### config.mk
export PLATFORM = sky130hd
export DESIGN_NAME = serial_audio_input_receiver
export DESIGN_NICKNAME = d
export VERILOG_FILES = /design/src/rtl/audio_pin_sync.v /design/src/rtl/serial_audio_input_receiver.v
export VERILOG_INCLUDE_DIRS = /design/src /design/src/rtl
export SDC_FILE = /design/constraint.sdc
export NUM_CORES = 1
export LEC_CHECK = 0
export BUFFER_PORTS_ARGS = -buffer_cell sky130_fd_sc_hd__buf_4
export CAP_MARGIN = 20
export CORE_ASPECT_RATIO = 0.7
export CORE_MARGIN = 1.5
export CORE_UTILIZATION = 60
export DETAILED_ROUTE_END_ITERATION = 6
export GPL_TIMING_DRIVEN = 0
export PLACE_DENSITY_LB_ADDON = 0.15
export SLEW_MARGIN = 15
export SYNTH_ARGS = -nofsm -noshare
export SYNTH_HDL_FRONTEND = slang
export SYNTH_SLANG_ARGS = --single-unit
### constraint.sdc
create_clock -name clk_sys -period 9.3 [get_ports clk_sys]
set_input_delay 0.93 -clock clk_sys [delete_from_list [all_inputs] [get_ports clk_sys]]
set_output_delay 0.93 -clock clk_sys [all_outputs]
set_load 0.02 [all_outputs]
### src/rtl/audio_rx_defs.vh
`ifndef AUDIO_RX_DEFS_VH
`define AUDIO_RX_DEFS_VH

// register offsets
`define ADDR_FORMAT_LIMITER      8'h35
`define ADDR_FRAMING_CONTROL     8'h36

// reset values
`define RST_FORMAT_LIMITER       8'h01
`define RST_FRAMING_CONTROL      8'h01

// field positions in the format register
`define FMT_WORD_FORMAT_LSB      0
`define FMT_WORD_FORMAT_MSB      2

// field positions in the framing register
`define FRM_CLOCK_EDGE_BIT       0
`define FRM_WS_POLARITY_BIT      1
`define FRM_BIT_ORDER_BIT        2
`define FRM_FRAME_SIZE_LSB       3
`define FRM_FRAME_SIZE_MSB       4
`define FRM_RIGHT_FIRST_BIT      5

// word format codes
`define WFMT_I2S                 3'h0
`define WFMT_LEFT_JUST           3'h1
`define WFMT_RJ16                3'h4
`define WFMT_RJ18                3'h5
`define WFMT_RJ20                3'h6
`define WFMT_RJ24                3'h7

// frame size codes
`define FSIZE_64                 2'h0
`define FSIZE_48                 2'h1
`define FSIZE_32                 2'h2

// bit-clock cycles per half frame
`define HALF_BITS_64             7'h20
`define HALF_BITS_48             7'h18
`define HALF_BITS_32             7'h10

// right-justified sample widths
`define RJ_WIDTH_16              7'h10
`define RJ_WIDTH_18              7'h12
`define RJ_WIDTH_20              7'h14
`define RJ_WIDTH_24              7'h18

// sample width presented downstream
`define SAMPLE_BITS              7'h18

`endif

### src/rtl/audio_pin_sync.v
`timescale 1ns/1ps

module audio_pin_sync #(
  parameter WIDTH = 4
) (
  // clock and reset
  input  wire             clk_sys,
  input  wire             rst,
  // asynchronous pins in, synchronised levels out
  input  wire [WIDTH-1:0] din,
  output reg  [WIDTH-1:0] dout
);

  reg [WIDTH-1:0] meta;

  always @(posedge clk_sys) begin
    if (rst) begin
      meta <= {WIDTH{1'b0}};
      dout <= {WIDTH{1'b0}};
    end else begin
      meta <= din;
      dout <= meta;
    end
  end

endmodule

### src/rtl/serial_audio_input_receiver.v
// Function
// - four channels: line 0 pair 0, line 1 pair 1
// - clock, select, data are slave inputs only
// - format 000 i2s, 001 left justified default
// - codes 100..111 right justified 16/18/20/24
// - edge field 0 samples on falling edge
// - edge field 1, default, samples rising edge
// - frame size 64/48/32 cycles, default 64
// - polarity picks select level of first word
// - bit order: msb first or lsb first
// - channel order: first word left or right
`timescale 1ns/1ps
`include "audio_rx_defs.vh"

module serial_audio_input_receiver (
  // core clock and reset
  input  wire        clk_sys,
  input  wire        rst,
  // control register port
  input  wire [7:0]  reg_addr,
  input  wire        reg_wr,
  input  wire [7:0]  reg_wdata,
  output reg  [7:0]  reg_rdata,
  // serial audio pins, all driven by the source
  input  wire        bit_clock,
  input  wire        word_select,
  input  wire        data_line_pair0,
  input  wire        data_line_pair1,
  // assembled samples, left aligned
  output reg  [23:0] left0,
  output reg  [23:0] right0,
  output reg  [23:0] left1,
  output reg  [23:0] right1,
  output reg         sample_valid
);

  // control registers
  reg  [7:0]  format_limiter;
  reg  [7:0]  framing_control;

  wire [2:0]  word_format;
  wire        clock_edge;
  wire        ws_polarity;
  wire        lsb_first;
  wire [1:0]  frame_size;
  wire        right_first;

  assign word_format = format_limiter[`FMT_WORD_FORMAT_MSB:
                                      `FMT_WORD_FORMAT_LSB];
  assign clock_edge  = framing_control[`FRM_CLOCK_EDGE_BIT];
  assign ws_polarity = framing_control[`FRM_WS_POLARITY_BIT];
  assign lsb_first   = framing_control[`FRM_BIT_ORDER_BIT];
  assign frame_size  = framing_control[`FRM_FRAME_SIZE_MSB:
                                       `FRM_FRAME_SIZE_LSB];
  assign right_first = framing_control[`FRM_RIGHT_FIRST_BIT];

  always @(posedge clk_sys) begin
    if (rst) begin
      format_limiter  <= `RST_FORMAT_LIMITER;
      framing_control <= `RST_FRAMING_CONTROL;
    end else if (reg_wr) begin
      if (reg_addr == `ADDR_FORMAT_LIMITER)
        format_limiter <= reg_wdata;
      if (reg_addr == `ADDR_FRAMING_CONTROL)
        framing_control <= reg_wdata;
    end
  end

  always @(posedge clk_sys) begin
    if (rst) begin
      reg_rdata <= 8'h00;
    end else begin
      case (reg_addr)
        `ADDR_FORMAT_LIMITER:  reg_rdata <= format_limiter;
        `ADDR_FRAMING_CONTROL: reg_rdata <= framing_control;
        default:               reg_rdata <= 8'h00;
      endcase
    end
  end

  // pin synchronisers
  wire [3:0]  pins_sync;
  wire        sck_s;
  wire        ws_s;
  wire        sd0_s;
  wire        sd1_s;

  audio_pin_sync #(
    .WIDTH (4)
  ) u_pin_sync (
    .clk_sys (clk_sys),
    .rst     (rst),
    .din     ({data_line_pair1, data_line_pair0,
               word_select, bit_clock}),
    .dout    (pins_sync)
  );

  assign sck_s = pins_sync[0];
  assign ws_s  = pins_sync[1];
  assign sd0_s = pins_sync[2];
  assign sd1_s = pins_sync[3];

  // bit clock edge detection
  reg         sck_d;
  reg  [1:0]  settle;
  wire        settled;
  wire        sck_rise;
  wire        sck_fall;
  wire        capture;

  always @(posedge clk_sys) begin
    if (rst)
      sck_d <= 1'b0;
    else
      sck_d <= sck_s;
  end

  // synchroniser leaves reset at 0 whatever the pin level, so edges
  // are ignored until live levels have reached sck_d
  always @(posedge clk_sys) begin
    if (rst)
      settle <= 2'h0;
    else if (settle != 2'h3)
      settle <= settle + 2'h1;
  end

  assign settled  = (settle == 2'h3);
  assign sck_rise = settled & sck_s & ~sck_d;
  assign sck_fall = settled & ~sck_s & sck_d;
  // capture on the edge opposite to where the source changes
  assign capture  = clock_edge ? sck_rise
                               : sck_fall;

  // slot geometry from format and frame size
  reg  [6:0]  half_bits;
  reg  [6:0]  rj_width;
  reg  [6:0]  word_len;
  reg  [6:0]  word_start;
  wire        is_rj;
  wire        is_i2s;

  assign is_rj  = word_format[2];
  assign is_i2s = (word_format == `WFMT_I2S);

  always @* begin
    case (frame_size)
      `FSIZE_48: half_bits = `HALF_BITS_48;
      `FSIZE_32: half_bits = `HALF_BITS_32;
      default:   half_bits = `HALF_BITS_64;
    endcase
  end

  always @* begin
    case (word_format)
      `WFMT_RJ16: rj_width = `RJ_WIDTH_16;
      `WFMT_RJ18: rj_width = `RJ_WIDTH_18;
      `WFMT_RJ20: rj_width = `RJ_WIDTH_20;
      `WFMT_RJ24: rj_width = `RJ_WIDTH_24;
      default:    rj_width = `RJ_WIDTH_24;
    endcase
  end

  always @* begin
    word_len   = `SAMPLE_BITS;
    word_start = 7'h00;
    if (is_rj) begin
      // word ends on the last cycle of the half frame
      word_len   = (rj_width > half_bits) ? half_bits : rj_width;
      word_start = half_bits - word_len;
    end else if (is_i2s) begin
      word_start = 7'h01;
      word_len   = (half_bits - 7'h01 < `SAMPLE_BITS) ?
                   half_bits - 7'h01 : `SAMPLE_BITS;
    end else begin
      word_start = 7'h00;
      word_len   = (half_bits < `SAMPLE_BITS) ?
                   half_bits : `SAMPLE_BITS;
    end
  end

  // bit position within the current half frame
  reg         ws_prev;
  reg         ws_primed;
  reg  [6:0]  bit_pos;
  wire        new_half;
  wire [6:0]  next_pos;
  wire [6:0]  k;
  wire        in_word;
  reg  [4:0]  place;

  // first capture after reset only learns the select level, so a
  // reset value unlike the pin cannot fake a half-frame boundary
  assign new_half = ws_primed & (ws_s != ws_prev);
  assign next_pos = new_half ? 7'h00 :
                    (bit_pos == 7'h7f) ? bit_pos : bit_pos + 7'h01;
  assign k        = next_pos - word_start;
  assign in_word  = (next_pos >= word_start) &&
                    (next_pos < word_start + word_len);

  always @* begin
    if (lsb_first)
      place = k[4:0] + 5'h18 - word_len[4:0];
    else
      place = 5'h17 - k[4:0];
  end

  // shift assembly, both lines in parallel
  reg  [23:0] acc0;
  reg  [23:0] acc1;
  wire [23:0] base0;
  wire [23:0] base1;
  wire [23:0] bit0;
  wire [23:0] bit1;
  wire [23:0] next_acc0;
  wire [23:0] next_acc1;

  assign base0     = new_half ? 24'h00_0000 : acc0;
  assign base1     = new_half ? 24'h00_0000 : acc1;
  assign bit0      = {23'h00_0000, sd0_s} << place;
  assign bit1      = {23'h00_0000, sd1_s} << place;
  assign next_acc0 = in_word ? (base0 | bit0) : base0;
  assign next_acc1 = in_word ? (base1 | bit1) : base1;

  // first word of each pair is held until the second completes
  reg  [23:0] first0;
  reg  [23:0] first1;
  reg         have_first;

  always @(posedge clk_sys) begin
    if (rst) begin
      ws_prev      <= 1'b0;
      ws_primed    <= 1'b0;
      bit_pos      <= 7'h7f;
      acc0         <= 24'h00_0000;
      acc1         <= 24'h00_0000;
      first0       <= 24'h00_0000;
      first1       <= 24'h00_0000;
      have_first   <= 1'b0;
      left0        <= 24'h00_0000;
      right0       <= 24'h00_0000;
      left1        <= 24'h00_0000;
      right1       <= 24'h00_0000;
      sample_valid <= 1'b0;
    end else begin
      sample_valid <= 1'b0;
      if (capture) begin
        ws_prev <= ws_s;
        ws_primed <= 1'b1;
        bit_pos <= next_pos;
        acc0    <= next_acc0;
        acc1    <= next_acc1;
        if (new_half) begin
          if (ws_prev == ws_polarity) begin
            // first word just ended
            first0     <= acc0;
            first1     <= acc1;
            have_first <= 1'b1;
          end else if (have_first) begin
            // second word ended: present the pair
            have_first   <= 1'b0;
            sample_valid <= 1'b1;
            if (right_first) begin
              left0  <= acc0;
              right0 <= first0;
              left1  <= acc1;
              right1 <= first1;
            end else begin
              left0  <= first0;
              right0 <= acc0;
              left1  <= first1;
              right1 <= acc1;
            end
          end
        end
      end
    end
  end

endmodule

==> impl_results.md <==
- Final GP Congestion: 0.897
- DRC viols: 0
- # Max-Cap Violations: 0
- Register area share after synthesis: 0.461
- Rel. slew slack: 0.435
- Crit. End Element: register
- Mapped Cells: 1149
- Count of hold buffers inserted by post-cts repair: 0
- Clock skew: 0.0122 ns
- Post-synth top area share: 0.461
- LEAKAGE: 4.35 nW
- Hpwl dp: 20300 µm
- Reg2reg end: acc0[12]
- Final Core Density: 0.740
- WP data required: 9.69 ns
- Mapped Nets: 1208
- Number of routed nets with antenna violations: 0
- GRT overflow: 0
- Filler cell count in the final layout: 1228
- Share of cells above drive strength 1: 0.140
- Largest net degree at the start of global routing: 16
- EDFF count, synth: 0
- Root Buffer: clkbuf_16
- WP data arrival: 6.08 ns
- Final hold vios: 0
- Ys async rst share: 0
- R2R Path Start: framing_control[3]
- Slew Viols, Final: 0
- Vias in the first global route: 8235
- Post-layout min period: 5.68 ns
- Clock Path Buffers: 3
- Post-synthesis area per instance: 8.99 µm²
- Via/cell ratio: 5.90
- Status: completed
- Sink Count: 238
- FF-to-FF path depth: 20
- Area Overhead vs Synth: 18.9%
- Nets@finish: 1357
- Final period utilization: 0.611
- CTS Buf Count: 22
- Skew-Pair Late Insertion Delay: 0.50 ns
- Global-route wire length before repair: 44200 µm
- Routed Wire Length: 28000 µm
- Synth unique cells: 57
- Reg2reg setup slack: 3.62 ns
- Starting Density: 0.623
- Most numerous cell in the Yosys netlist: dfxtp_1
- Setup violations, final: 0
- CP Launch Type: register
- CP startpoint: framing_control[3]
- DRT Pass-1 Iters: 5
- Post-Synthesis Cell Area: 0.0103 mm²
- Worst hold path type: register to register
- Die height: 113 µm
- Setup repair bufs after CTS: 0
- Crit-path max FO: 8
- Io pins: 128
- Slew @ Worst Pin: 0.848 ns
- Cell Rows: 39
- WL per Instance: 18.2 µm
- Core ar.: 0.0166 mm²
- YS warnings: 0
- TritonCTS clock tree: built
- DIE WIDTH: 160 µm
- Yosys reg bits: 238
- Vias: 9073
- VDD IR max: 118 µV
- Initial antenna violation count: 0
- GRT Overall Usage: 0.305
- N_diodes: 0
- Port bufs: 125
- Drt first-iter violations: 767
- Total negative setup slack: 0 ns
- Crit path kind: register to register
- Highest Clock Rate: 176 MHz
- Clock-pin slew on the worst setup and hold paths: 0.06 ns
- Synth top area cells: dfxtp_1, mux2i_1, a211oi_1
- RSZ-0062 raised after global routing: no
- Critical Path Sink: acc0[12]
- Cell Pwr Density: 165 mW/mm²
- Most frequent cells after synthesis: dfxtp_1, nand2_1, nor2_1
- H-tree lvl count: 1
- Die area: 0.0180 mm²
- Post-CTS Resized: 0
- Area leader, netlist: dfxtp_1
- Synth Flop Type: dfxtp_1
## registers in the layout, summed over array words and instances, names as in the netlist
signal,flops
bit_pos,7
u_pin_sync.dout,4
first1,24
right0,24
sample_valid,1
settle,2
format_limiter,8
left1,24
ws_prev,1
acc0,24
framing_control,8
sck_d,1
acc1,24
first0,24
u_pin_sync.meta,4
right1,24
ws_primed,1
left0,24
have_first,1
reg_rdata,8
## layout by cell type, fill, tap and decap left out, types with 22 or more instances in the layout
| cell | instances |
|---|---|
| ha_1 | 34 |
| nand3_1 | 22 |
| a22o_1 | 32 |
| a21oi_1 | 79 |
| nand2_1 | 164 |
| dfxtp_1 | 238 |
| buf_4 | 125 |
| clkbuf_16 | 23 |
| o21ai_0 | 31 |
| a211oi_1 | 98 |
| clkbuf_1 | 65 |
| nor2_1 | 139 |
| mux2i_1 | 104 |
## layout make-up
type	count	area (µm²)	share of cell area
Multi-Input combinational cell	808	5160	0.420
Tap cell	225	282	0.0229
Clock buffer	33	673	0.0548
Clock inverter	5	56.3	0.00458
Sequential cell	238	4760	0.388
Timing Repair Buffer	125	938	0.0764
Inverter	20	75.1	0.00611
Buffer	83	339	0.0276
## through the flow
step | hold WS, ns | cell area, µm² | setup slack (ns) | total power [W] | std cells
finish | 0.461 | 12300 | 3.62 | 0.00202 | 1537
global route | 0.476 | 12300 | 3.05 | 0.00208 | 1537
CTS | 0.457 | 12300 | 3.75 | 0.00202 | 1537
detailed placement | 0.450 | 11600 | 3.81 | 0.00113 | 1499
global placement | 0.419 | 11600 | 3.93 | 0.00113 | 1499
floorplan | 0.414 | 10300 | 4.50 | 0.00111 | 1149
## per-layer routing
metal | GRT usage | share of wire
met2 | 0.444 | 0.41
met1 | 0.479 | 0.49
met4 | 0.0623 | 0.018
met3 | 0.0411 | 0.081
met5 | 0 | 0
## report_power, final
group / total, W / switching [W] / internal (W)
clock network: 0.000911 / 0.000383 / 0.000528
logic: 0.0000857 / 0.0000544 / 0.0000314
registers: 0.00103 / 0.00000229 / 0.00102
## logic make-up after synthesis
kind of cell,count (synthesis),share of synthesized area
flip-flops,238,0.461
XOR/XNOR,16,0.0154
AO/OA/AOI/OAI,277,0.181
buffers and inverters,103,0.0401
adder cells (fa/ha/maj),36,0.0450
multiplexers,105,0.102
AND/OR/NAND/NOR,374,0.156
## worst min-delay path by stage
stage	start	slack [ns]	end	cells past startpoint
floorplan	u_pin_sync.meta[0]	0.41	u_pin_sync.dout[0]	1
global placement	u_pin_sync.meta[1]	0.42	u_pin_sync.dout[1]	1
detailed placement	format_limiter[3]	0.45	format_limiter[3]	2
CTS	format_limiter[3]	0.46	format_limiter[3]	2
global route	u_pin_sync.meta[3]	0.48	u_pin_sync.dout[3]	1
finish	u_pin_sync.meta[3]	0.46	u_pin_sync.dout[3]	1
## worst max-delay path, stage by stage, from the launching register on
cell and delay (ns):
dfxtp_1 0.45, inv_1 0.10, ha_1 0.23, nor2b_1 0.17, a21oi_1 0.44, mux2i_1 0.29, ha_1 0.31, a21oi_1 0.17
nor2_1 0.07, o21a_1 0.18, ha_1 0.35, a21oi_1 0.14, o21ai_0 0.11, xnor2_1 0.15, ha_1 0.31, a21o_1 0.18
a2111oi_0 0.40, o21ai_1 0.12, a211oi_1 0.59, nand4_1 0.44, o21ai_0 0.38
Power figures use the tool's default switching activity.
